## config.mk

```make
export PLATFORM = sky130hd
export DESIGN_NAME = dtc_top
export DESIGN_NICKNAME = d
export VERILOG_FILES = /design/src/hdl/dtc_pkg.sv /design/src/hdl/dtc_top.sv
export VERILOG_INCLUDE_DIRS = /design/src /design/src/hdl
export SDC_FILE = /design/constraint.sdc
export NUM_CORES = 1
export LEC_CHECK = 0
export ABC_AREA = 1
export BUFFER_PORTS_ARGS = -buffer_cell sky130_fd_sc_hd__buf_4
export CORE_ASPECT_RATIO = 1.1
export CORE_UTILIZATION = 66
export CTS_CLUSTER_DIAMETER = 60
export DETAILED_ROUTE_END_ITERATION = 16
export PLACE_DENSITY_LB_ADDON = 0.3
export SLEW_MARGIN = 10
export SYNTH_ARGS = -nofsm -noshare
export SYNTH_HDL_FRONTEND = slang
export SYNTH_SLANG_ARGS = --single-unit
export TNS_END_PERCENT = 30
```

## constraint.sdc

```tcl
create_clock -name i_core_clk -period 3.1 [get_ports i_core_clk]
set_clock_uncertainty 0.2 [all_clocks]
set_input_delay 0.465 -clock i_core_clk [delete_from_list [all_inputs] [get_ports i_core_clk]]
set_output_delay 0.465 -clock i_core_clk [all_outputs]
set_load 0.01 [all_outputs]
```

## src/hdl/dtc_defs.svh

```systemverilog
// How it works
// RULE_01 - timer 1 prescale bit 0 divides system clock by 12, 1 by 4
// RULE_02 - timer 0 prescale bit 0 divides system clock by 12, 1 by 4
// RULE_03 - prescale register resets to zero; bits 7:5 and 2:0 reserved
// RULE_04 - timer 1 gate bit clear: count whenever run is set, pin ignored
// RULE_05 - timer 1 gate bit set: count only while run set and irq pin 1 high
// RULE_06 - timer 1 source bit: 0 internal ticks, 1 falling edges of count pin
// RULE_07 - timer 1 mode 00 is 13-bit with 5-bit low prescaler, 01 is 16-bit
// RULE_08 - timer 1 mode 10 is 8-bit low byte reloaded from high byte
// RULE_09 - timer 1 mode 11 halts timer 1
// RULE_10 - timer 0 gate bit clear: count whenever run is set, pin ignored
// RULE_11 - timer 0 source bit: 0 internal ticks, 1 falling edges of count pin
// RULE_12 - timer 0 mode 00 is 13-bit with 5-bit low prescaler, 01 is 16-bit
// RULE_13 - timer 0 mode 10 is 8-bit low byte reloaded from high byte
// RULE_14 - timer 0 mode 11 splits into two independent 8-bit timers
// RULE_15 - counting enabled only if run set and gate clear or irq pin high; the split-mode high byte of timer 0 counts on timer 1 run bit alone
// RULE_16 - count pin sampled once per machine cycle; high then low counts one
// RULE_17 - 13-bit mode uses all high byte and low 5 bits of low byte
// RULE_18 - 16-bit rollover from ffff to 0000 sets the overflow flag
// RULE_19 - mode register resets to zero: gate off, internal source, 13-bit
`ifndef DTC_DEFS_SVH
`define DTC_DEFS_SVH

`define DTC_RUN_ADDR 8'h88
`define DTC_MODE_CFG_ADDR 8'h89
`define DTC_T0_LOW_ADDR 8'h8a
`define DTC_T1_LOW_ADDR 8'h8b
`define DTC_T0_HIGH_ADDR 8'h8c
`define DTC_T1_HIGH_ADDR 8'h8d
`define DTC_PRESCALE_ADDR 8'h8e
`define DTC_IRQ_STAT_ADDR 8'h90
`define DTC_IRQ_MASK_ADDR 8'h91

`define DTC_MODE_CFG_RST 8'h00
`define DTC_PRESCALE_RST 8'h00
`define DTC_PRESCALE_MASK 8'h18
`define DTC_FAST_BIT_BASE 3
`define DTC_MODE_STRIDE 4
`define DTC_SRC_OFS 2
`define DTC_GATE_OFS 3
`define DTC_RUN_MASK 8'h03
`define DTC_IRQ_MASK_BITS 8'h07
`define DTC_ST_SPLIT_OVF 2

`define DTC_DIV_SLOW 4'hc
`define DTC_DIV_FAST 4'h4

`endif

```

## src/hdl/dtc_pkg.sv

```systemverilog
package dtc_pkg;
  typedef enum logic [1:0] {
    DTC_MODE_13BIT = 2'b00,
    DTC_MODE_16BIT = 2'b01,
    DTC_MODE_RELOAD = 2'b10,
    DTC_MODE_SPLIT = 2'b11
  } dtc_mode_e;
endpackage

```

## src/hdl/dtc_top.sv

```systemverilog
`timescale 1ns/1ps
`default_nettype none
`include "dtc_defs.svh"

module dtc_top
  import dtc_pkg::*;
(
  input wire logic i_core_clk,
  input wire logic i_resetn,
  input wire logic [7:0] i_addr,
  input wire logic [7:0] i_wdata,
  input wire logic i_wr,
  input wire logic i_rd,
  input wire logic i_ext_irq_pin0,
  input wire logic i_ext_irq_pin1,
  input wire logic i_timer0_count_pin,
  input wire logic i_timer1_count_pin,
  output logic [7:0] o_rdata,
  output logic o_irq
);

  logic [7:0] timer_mode_config;
  logic [7:0] timer_prescale_select;
  logic [1:0] run_ctrl;
  logic [2:0] irq_status;
  logic [2:0] irq_mask;

  logic [1:0] irq_meta;
  logic [1:0] irq_sync;
  logic [1:0] cnt_meta;
  logic [1:0] cnt_sync;

  logic [7:0] low_q [2];
  logic [7:0] high_q [2];
  logic [1:0] ovf_pulse;
  logic split_ovf_pulse;

  logic wr_run;
  logic wr_mode;
  logic wr_prescale;
  logic wr_mask;
  logic wr_status;
  logic irq_pend;
  logic [7:0] next_rdata;

  // one decode per register keeps the write blocks short
  assign wr_run = i_wr && (i_addr == `DTC_RUN_ADDR);
  assign wr_mode = i_wr && (i_addr == `DTC_MODE_CFG_ADDR);
  assign wr_prescale = i_wr && (i_addr == `DTC_PRESCALE_ADDR);
  assign wr_mask = i_wr && (i_addr == `DTC_IRQ_MASK_ADDR);
  assign wr_status = i_wr && (i_addr == `DTC_IRQ_STAT_ADDR);

  // two-flop synchronisers; only the second stage is read by logic
  always_ff @(posedge i_core_clk or negedge i_resetn) begin
    if (!i_resetn) begin
      irq_meta <= 2'h0;
      irq_sync <= 2'h0;
    end else begin
      irq_meta <= {i_ext_irq_pin1, i_ext_irq_pin0};
      irq_sync <= irq_meta;
    end
  end

  // count pins reset low, so a pin idling high only looks like a rising edge
  always_ff @(posedge i_core_clk or negedge i_resetn) begin
    if (!i_resetn) begin
      cnt_meta <= 2'h0;
      cnt_sync <= 2'h0;
    end else begin
      cnt_meta <= {i_timer1_count_pin, i_timer0_count_pin};
      cnt_sync <= cnt_meta;
    end
  end

  // configuration registers
  always_ff @(posedge i_core_clk or negedge i_resetn) begin
    if (!i_resetn) begin
      timer_mode_config <= `DTC_MODE_CFG_RST; // [RULE_19]
    end else if (wr_mode) begin
      timer_mode_config <= i_wdata;
    end
  end

  // reserved bits are never stored, so they read back as zero
  always_ff @(posedge i_core_clk or negedge i_resetn) begin
    if (!i_resetn) begin
      timer_prescale_select <= `DTC_PRESCALE_RST; // [RULE_03]
    end else if (wr_prescale) begin
      timer_prescale_select <= i_wdata & `DTC_PRESCALE_MASK; // [RULE_03]
    end
  end

  always_ff @(posedge i_core_clk or negedge i_resetn) begin
    if (!i_resetn) begin
      run_ctrl <= 2'h0;
    end else if (wr_run) begin
      run_ctrl <= i_wdata[1:0];
    end
  end

  always_ff @(posedge i_core_clk or negedge i_resetn) begin
    if (!i_resetn) begin
      irq_mask <= 3'h0;
    end else if (wr_mask) begin
      irq_mask <= i_wdata[2:0];
    end
  end

  // write-one-to-clear; a new overflow in the same cycle wins over the clear
  logic [2:0] irq_set;
  logic [2:0] irq_clr;
  assign irq_set = {split_ovf_pulse, ovf_pulse};
  assign irq_clr = wr_status ? i_wdata[2:0] : 3'h0;
  assign irq_pend = |(irq_status & irq_mask);

  always_ff @(posedge i_core_clk or negedge i_resetn) begin
    if (!i_resetn) begin
      irq_status <= 3'h0;
    end else begin
      irq_status <= (irq_status & ~irq_clr) | irq_set; // [RULE_18]
    end
  end

  always_ff @(posedge i_core_clk or negedge i_resetn) begin
    if (!i_resetn) begin
      o_irq <= 1'b0;
    end else begin
      o_irq <= irq_pend;
    end
  end

  genvar gi;
  for (gi = 0; gi < 2; gi++) begin : g_tmr
    localparam int MB = gi * `DTC_MODE_STRIDE;
    localparam logic [7:0] LOW_ADDR = (gi == 0) ? `DTC_T0_LOW_ADDR : `DTC_T1_LOW_ADDR;
    localparam logic [7:0] HIGH_ADDR = (gi == 0) ? `DTC_T0_HIGH_ADDR : `DTC_T1_HIGH_ADDR;

    dtc_mode_e mode;
    logic src_pin;
    logic gate;
    logic fast;
    logic [3:0] div_last;
    logic [3:0] pcnt;
    logic tick;
    logic enable;
    logic prev_pin;
    logic edge_pend;
    logic count_evt;
    logic split_high_evt;
    logic [7:0] low;
    logic [7:0] high;
    logic ovf;
    logic split_ovf;
    logic wr_low;
    logic wr_high;
    logic [7:0] next_low;
    logic [7:0] next_high;
    logic next_ovf;
    logic next_split_ovf;

    assign mode = dtc_mode_e'(timer_mode_config[MB+1:MB]);
    assign src_pin = timer_mode_config[MB+`DTC_SRC_OFS];
    assign gate = timer_mode_config[MB+`DTC_GATE_OFS];
    assign fast = timer_prescale_select[`DTC_FAST_BIT_BASE+gi];

    // machine cycle of 12 or 4 system clocks
    assign div_last = (fast ? `DTC_DIV_FAST : `DTC_DIV_SLOW) - 4'h1; // [RULE_01] [RULE_02]
    assign tick = (pcnt >= div_last);

    always_ff @(posedge i_core_clk or negedge i_resetn) begin
      if (!i_resetn) begin
        pcnt <= 4'h0;
      end else if (tick) begin
        pcnt <= 4'h0;
      end else begin
        pcnt <= pcnt + 4'h1;
      end
    end

    // the pin is looked at once per machine cycle
    always_ff @(posedge i_core_clk or negedge i_resetn) begin
      if (!i_resetn) begin
        prev_pin <= 1'b0;
      end else if (tick) begin
        prev_pin <= cnt_sync[gi]; // [RULE_16]
      end
    end

    // a falling edge seen at one tick is counted at the next tick
    always_ff @(posedge i_core_clk or negedge i_resetn) begin
      if (!i_resetn) begin
        edge_pend <= 1'b0;
      end else if (tick) begin
        edge_pend <= prev_pin & ~cnt_sync[gi]; // [RULE_16]
      end
    end

    assign enable = run_ctrl[gi] & (~gate | irq_sync[gi]); // [RULE_04] [RULE_05] [RULE_10] [RULE_15]
    assign count_evt = tick & enable & (src_pin ? edge_pend : 1'b1); // [RULE_06] [RULE_11]
    // in split mode the high byte of timer 0 borrows timer 1's run bit
    assign split_high_evt = (gi == 0) && (mode == DTC_MODE_SPLIT) && tick && run_ctrl[1]; // [RULE_14]

    assign wr_low = i_wr && (i_addr == LOW_ADDR);
    assign wr_high = i_wr && (i_addr == HIGH_ADDR);

    // software writes land after counting, so a write always sticks
    always_comb begin
      next_low = low;
      next_high = high;
      next_ovf = 1'b0;
      next_split_ovf = 1'b0;
      if (count_evt) begin
        unique case (mode)
          DTC_MODE_13BIT: begin
            next_low[4:0] = low[4:0] + 5'h01; // [RULE_07] [RULE_12] [RULE_17]
            if (low[4:0] == 5'h1f) begin
              next_high = high + 8'h01; // [RULE_17]
              next_ovf = (high == 8'hff);
            end
          end
          DTC_MODE_16BIT: begin
            {next_high, next_low} = {high, low} + 16'h0001; // [RULE_07] [RULE_12]
            next_ovf = ({high, low} == 16'hffff); // [RULE_18]
          end
          DTC_MODE_RELOAD: begin
            if (low == 8'hff) begin
              next_low = high; // [RULE_08] [RULE_13]
              next_ovf = 1'b1;
            end else begin
              next_low = low + 8'h01;
            end
          end
          DTC_MODE_SPLIT: begin
            // timer 1 simply holds its count here
            if (gi == 0) begin
              next_low = low + 8'h01; // [RULE_14]
              next_ovf = (low == 8'hff);
            end
          end // [RULE_09]
        endcase
      end
      if (split_high_evt) begin
        next_high = high + 8'h01; // [RULE_14]
        next_split_ovf = (high == 8'hff);
      end
      if (wr_low) begin
        next_low = i_wdata;
      end
      if (wr_high) begin
        next_high = i_wdata;
      end
    end

    always_ff @(posedge i_core_clk or negedge i_resetn) begin
      if (!i_resetn) begin
        low <= 8'h00;
        high <= 8'h00;
      end else begin
        low <= next_low;
        high <= next_high;
      end
    end

    // overflow pulses last one cycle; the sticky copy lives in the status register
    always_ff @(posedge i_core_clk or negedge i_resetn) begin
      if (!i_resetn) begin
        ovf <= 1'b0;
        split_ovf <= 1'b0;
      end else begin
        ovf <= next_ovf;
        split_ovf <= next_split_ovf;
      end
    end

    assign low_q[gi] = low;
    assign high_q[gi] = high;
    assign ovf_pulse[gi] = ovf;
  end

  assign split_ovf_pulse = g_tmr[0].split_ovf;

  // read mux; unmapped addresses read as zero
  always_comb begin
    next_rdata = 8'h00;
    unique case (i_addr)
      `DTC_RUN_ADDR: begin
        next_rdata = {6'h00, run_ctrl};
      end
      `DTC_MODE_CFG_ADDR: begin
        next_rdata = timer_mode_config;
      end
      `DTC_T0_LOW_ADDR: begin
        next_rdata = low_q[0];
      end
      `DTC_T1_LOW_ADDR: begin
        next_rdata = low_q[1];
      end
      `DTC_T0_HIGH_ADDR: begin
        next_rdata = high_q[0];
      end
      `DTC_T1_HIGH_ADDR: begin
        next_rdata = high_q[1];
      end
      `DTC_PRESCALE_ADDR: begin
        next_rdata = timer_prescale_select;
      end
      `DTC_IRQ_STAT_ADDR: begin
        next_rdata = {5'h00, irq_status};
      end
      `DTC_IRQ_MASK_ADDR: begin
        next_rdata = {5'h00, irq_mask};
      end
      default: begin
        next_rdata = 8'h00;
      end
    endcase
  end

  // read data valid the cycle after the strobe, zero otherwise
  always_ff @(posedge i_core_clk or negedge i_resetn) begin
    if (!i_resetn) begin
      o_rdata <= 8'h00;
    end else begin
      o_rdata <= i_rd ? next_rdata : 8'h00;
    end
  end

endmodule

`default_nettype wire

```

# == Yosys cells after proc, flatten, opt, wreduce, memory -nomap -nowiden ==
# Index checks and enable logic that the tools add are counted.
# word_totals
in_bits,24
word_cells,147
register_bits,82
# classes
bitwise_logic,18
add_sub_neg,12
n_reduce_logical,28
eq_ne,24
n_mux,37
order_cmp,2
# ops
operator,count
8-bit 2-to-1 mux,14
8-bit equality test (second input constant),13
8-bit case mux with 9 select lines,1
16-bit by 1-bit adder with 16-bit output (second input constant),2
8-bit by 1-bit adder with 8-bit output (second input constant),4
16-bit equality test (second input constant),2
8-bit case mux with 2 select lines,2
5-bit case mux with 4 select lines,1
4-bit 2-to-1 mux,4
5-bit case mux with 3 select lines,1
4-bit nonzero test,3
1-bit logical AND,11
5-bit by 1-bit adder with 5-bit output (second input constant),2
5-bit equality test (second input constant),2
1-bit 2-to-1 mux,9
3-bit case mux with 3 select lines,1
3-bit nonzero test,3
4-bit by 1-bit adder with 4-bit output (second input constant),2
1-bit bitwise AND,8
4-bit greater-or-equal comparator,2
4-bit by 1-bit subtractor with 4-bit output (second input constant),2
3-bit bitwise AND,2
2-bit equality test (second input constant),3
3-bit case mux with 2 select lines,1
other kinds (15),26

# == Longest topological paths before layout ==
# depth
ltp_word,8
mapped_depth,12
mapped_depth_nobuf,12

# == Worst setup path before layout ==
# OpenSTA, ideal clock, no wires.
# synth_timing
kind,flip-flop to flip-flop
start,register g_tmr[0].low[0]
end,register g_tmr[0].high[7]
arrival_ns,1.574
path_buffers,0
setup_time_ns,0.065
path_stages_with_launch,11
period_less_slack_ns,1.839
required_time_ns,2.835
path_slack_ns,1.261
path_cell_list,dfrtp_1 > ha_1 > nand2_1 > nor2_4 > ha_1 > inv_1 > nand2_1 > nand4_4 > a21oi_2 > nand3_1 > nand2_1
# synth_via
elab_chain_len,5
# synth_rtl
item,line_no,rtl
start: declaration,dtc_top.sv:150,logic [7:0] low;
start signal: assignment,dtc_top.sv:259,low <= next_low;
16-bit by 1-bit adder with 16-bit output,dtc_top.sv:222,"{next_high, next_low} = {high, low} + 16'h0001;"
8-bit case mux with 2 select lines,dtc_top.sv:213,unique case (mode)
8-bit 2-to-1 mux,dtc_top.sv:212,if (count_evt) begin
8-bit 2-to-1 mux,dtc_top.sv:242,if (split_high_evt) begin
8-bit 2-to-1 mux,dtc_top.sv:249,if (wr_high) begin
end signal: assignment,dtc_top.sv:260,high <= next_high;
end: declaration,dtc_top.sv:151,logic [7:0] high;
# Several ways; a longest one is shown, not always the timed one. The select of a mux whose other input is x is not followed.
# A chain may end at the register's enable or synchronous reset.

# == Final worst setup path ==
# Ends and elaborated chain as after synthesis.

==> reports/results.tsv <==
metric	value	unit
synth cell count leaders	227 x nand2_1, 82 x dfrtp_1, 80 x nand3_1	
share of the synthesized area in the top cell type	38.6	%
final period utilization	66.8	%
Worst Tran Pin Value	1.02	ns
via total after detailed routing	5042	
vias in the first global route	4850	
Root Driver	clkbuf_8	
HPWL reported at the end of detailed placement	10600	microns
CTS tree	yes	
Buf+Inv Stages, Crit Path	1	
max incr delay on CP	0.42	ns
Synth Warn #	0	
top_reg_cell synth	dfrtp_1	
crit path max fanout	7	
Critical Path AT	2.18	ns
Pleak	2.98	nW
total track usage	36.4	%
Remaining DRCs	0	
power per cell area	508	nW/um^2
die area	8410	sq um
ranking of synthesized cells by area	dfrtp_1 39%, nand2_1 16%, nand3_1 7.5%	
Max Root-Sink Buffers	2	
Yosys reg bits	82	
register area	2050	sq um
largest net degree at the start of global routing	83	
Netlist cell types	41	
Antenna diodes	0	
Site Rows	33	
Num Clock Sinks	82	
Worst setup SP type	flip-flop	
outcome	complete, no violations	
Iter 0 DRT Violations	498	
Yosys top cell by area	dfrtp_1	
I/O pins	33	
die width	87.6	microns
worst endpoint required time	3.21	ns
synthesized area per cell	7.37	sq um
slowest CP cell	dfrtp_1	
Synth Cell Area	5310	sq um
final setup violation count	0	
count of nets after finishing	796	
initial antenna violation count	0	
MaxCap Viol Count	0	
Setup TNS Final	0	ns
DR pass1 iterations	5	
Worst path most repeated cell	nand2_1	
fmax	483	MHz
setup bufs post-CTS	0	
worst rel slew slack	32.1	%
global-route wire length before repair	23000	microns
TritonCTS Buffers	9	
minimum clock period	2.07	ns
Slew Viols, Final	0	
Final Hold Viols	0	
Top delay family on crit path	simple AND/OR/NAND/NOR gates	
share of layout cells above drive strength 1	15.3	%
Crit. End Element	flip-flop	
Area Growth Syn to Fin	10.2	%
GR Overflow Total	0	
ANT nets after route	0	
EDFF count, synth	0	
RSZ-0062 raised after global routing	false	
Routed Wire Length	14000	microns
count leader, synth	nand2_1	
routed vias/inst	5.81	
Setup CP Type	reg -> reg	
H-tree lvl count	3	
final core utilization	76.7	%
clk_lat worst skew	0.36	ns
post-synthesis sequential area ratio	38.6	%
Synth async-reset ratio	100	%
Synth Net Count	759	
core area	7640	sq um
drt wl/cell	16.1	microns
clk slew on worst S/H paths	0.09	ns
GPL Wtd Cong	1.06	
# resized after CTS	0	
Initial Util	69.6	%
worst hold path class	in -> reg	
VDD IR-drop max	0.420	mV
fillers	583	
DIE HEIGHT	96.1	microns
CP cell instances	ha_1 -> nand2_1 -> nor2_4 -> ha_1 -> inv_1 -> nand2_1 -> nand4_4 -> a21oi_2 -> nand3_1 -> nand2_1	
Multi-input gate area	2820	sq um
Syn Inst Count	721	
PortBufs	32	
[placed cells by master, fill, tap and decap left out, drive strengths merged, types with 6 or more instances in the layout]
cell type,synthesis,routed
a21oi,15,15
buf,8,32
clkbuf,1,9
dfrtp,82,82
ha,14,14
inv,95,97
nand2,243,243
nand3,85,85
nand3b,6,6
nand4,17,17
nor2,69,69
nor3,7,7
o211ai,8,8
o21ai,42,42
o22ai,7,7
xor2,13,13
[registers in the layout (all words and copies together) (netlist names)]
register               flops
cnt_meta                   2
cnt_sync                   2
g_tmr.edge_pend            2
g_tmr.high                16
g_tmr.low                 16
g_tmr.ovf                  2
g_tmr.pcnt                 8
g_tmr.prev_pin             2
g_tmr.split_ovf            1
irq_mask                   3
irq_meta                   2
irq_status                 3
irq_sync                   2
o_irq                      1
o_rdata                    8
run_ctrl                   2
timer_mode_config          8
timer_prescale_select      2
[metrics by stage]
step	hold slack (ns)	worst slack (ns)	total power, W	std cells	cell area [sq um]
after floorplan	-0.0306	1.26	0.00189	721	5310
after global placement	0.133	0.970	0.00206	849	5600
after detailed placement	0.137	0.945	0.00210	849	5600
after CTS	0.00481	1.03	0.00297	866	5840
after global routing	0.00200	0.852	0.00314	868	5860
final	0.00943	1.03	0.00298	868	5860
[layer usage]
layer / global-route usage, % / up-vias / share of wire, %
met5: 0 / - / 0
met4: 21.7 / 0 / 4.7
met3: 7.12 / 58 / 7.3
met2: 59.3 / 234 / 48
met1: 44.9 / 2357 / 40
li1: - / 2393 / -
[worst paths after layout]
check	cells after the start	from	slack (ns)	endpoint
max	10	g_tmr[0].low[0]	1.03	g_tmr[0].high[7]
min	1	i_ext_irq_pin1	0.009	irq_meta[1]
max reg2reg	10	g_tmr[0].low[0]	1.03	g_tmr[0].high[7]
min reg2reg	0	irq_meta[1]	0.15	irq_sync[1]
max in group asynchronous	1	i_resetn	1.98	timer_mode_config[3]
min in group asynchronous	1	i_resetn	0.08	timer_mode_config[7]
[worst register-to-register path, stage by stage (launching register included)]
cell	delay (ns)
dfrtp_1	0.42
ha_1	0.21
nand2_1	0.11
nor2_4	0.17
ha_1	0.18
inv_1	0.04
nand2_1	0.12
nand4_4	0.19
a21oi_2	0.23
nand3_1	0.09
nand2_1	0.07
[final cells by class]
class                      count  share of cell area [%]
clock buffer                   9                    2.11
clock inverter                 7                    1.69
timing repair buffer          35                    4.61
inverter                      96                    6.20
multi-input combinational    534                    48.1
tap                          105                    2.24
sequential                    82                    35.0
[kinds of logic (layout without fill, tap and decap cells)]
family          count (synthesis)  in the layout  synth area share [%]
flops                          82             82                  38.6
simple gates                  431            431                  39.0
buf+inv                       105            147                  8.36
compound gates                 73             73                  7.84
mux                             1              1                 0.282
xor+xnor                       15             15                  2.61
fa+ha+maj                      14             14                  3.30
[where the power goes]
| group | leakage (nW) | internal [W] | switching, W |
|---|---|---|---|
| Combinational | 1.84 | 0.000270 | 0.000469 |
| Clock | 0.110 | 0.000459 | 0.000422 |
| Sequential | 1.04 | 0.00121 | 0.000143 |
| Total | 2.98 | 0.00194 | 0.00103 |
[what timing repair did]
action,4_1_cts,5_1_grt
hold endpoints to repair,1,2
hold buffers,1,2
setup endpoints to repair,0,0
Note: power is estimated with default switching activity, not from simulation.
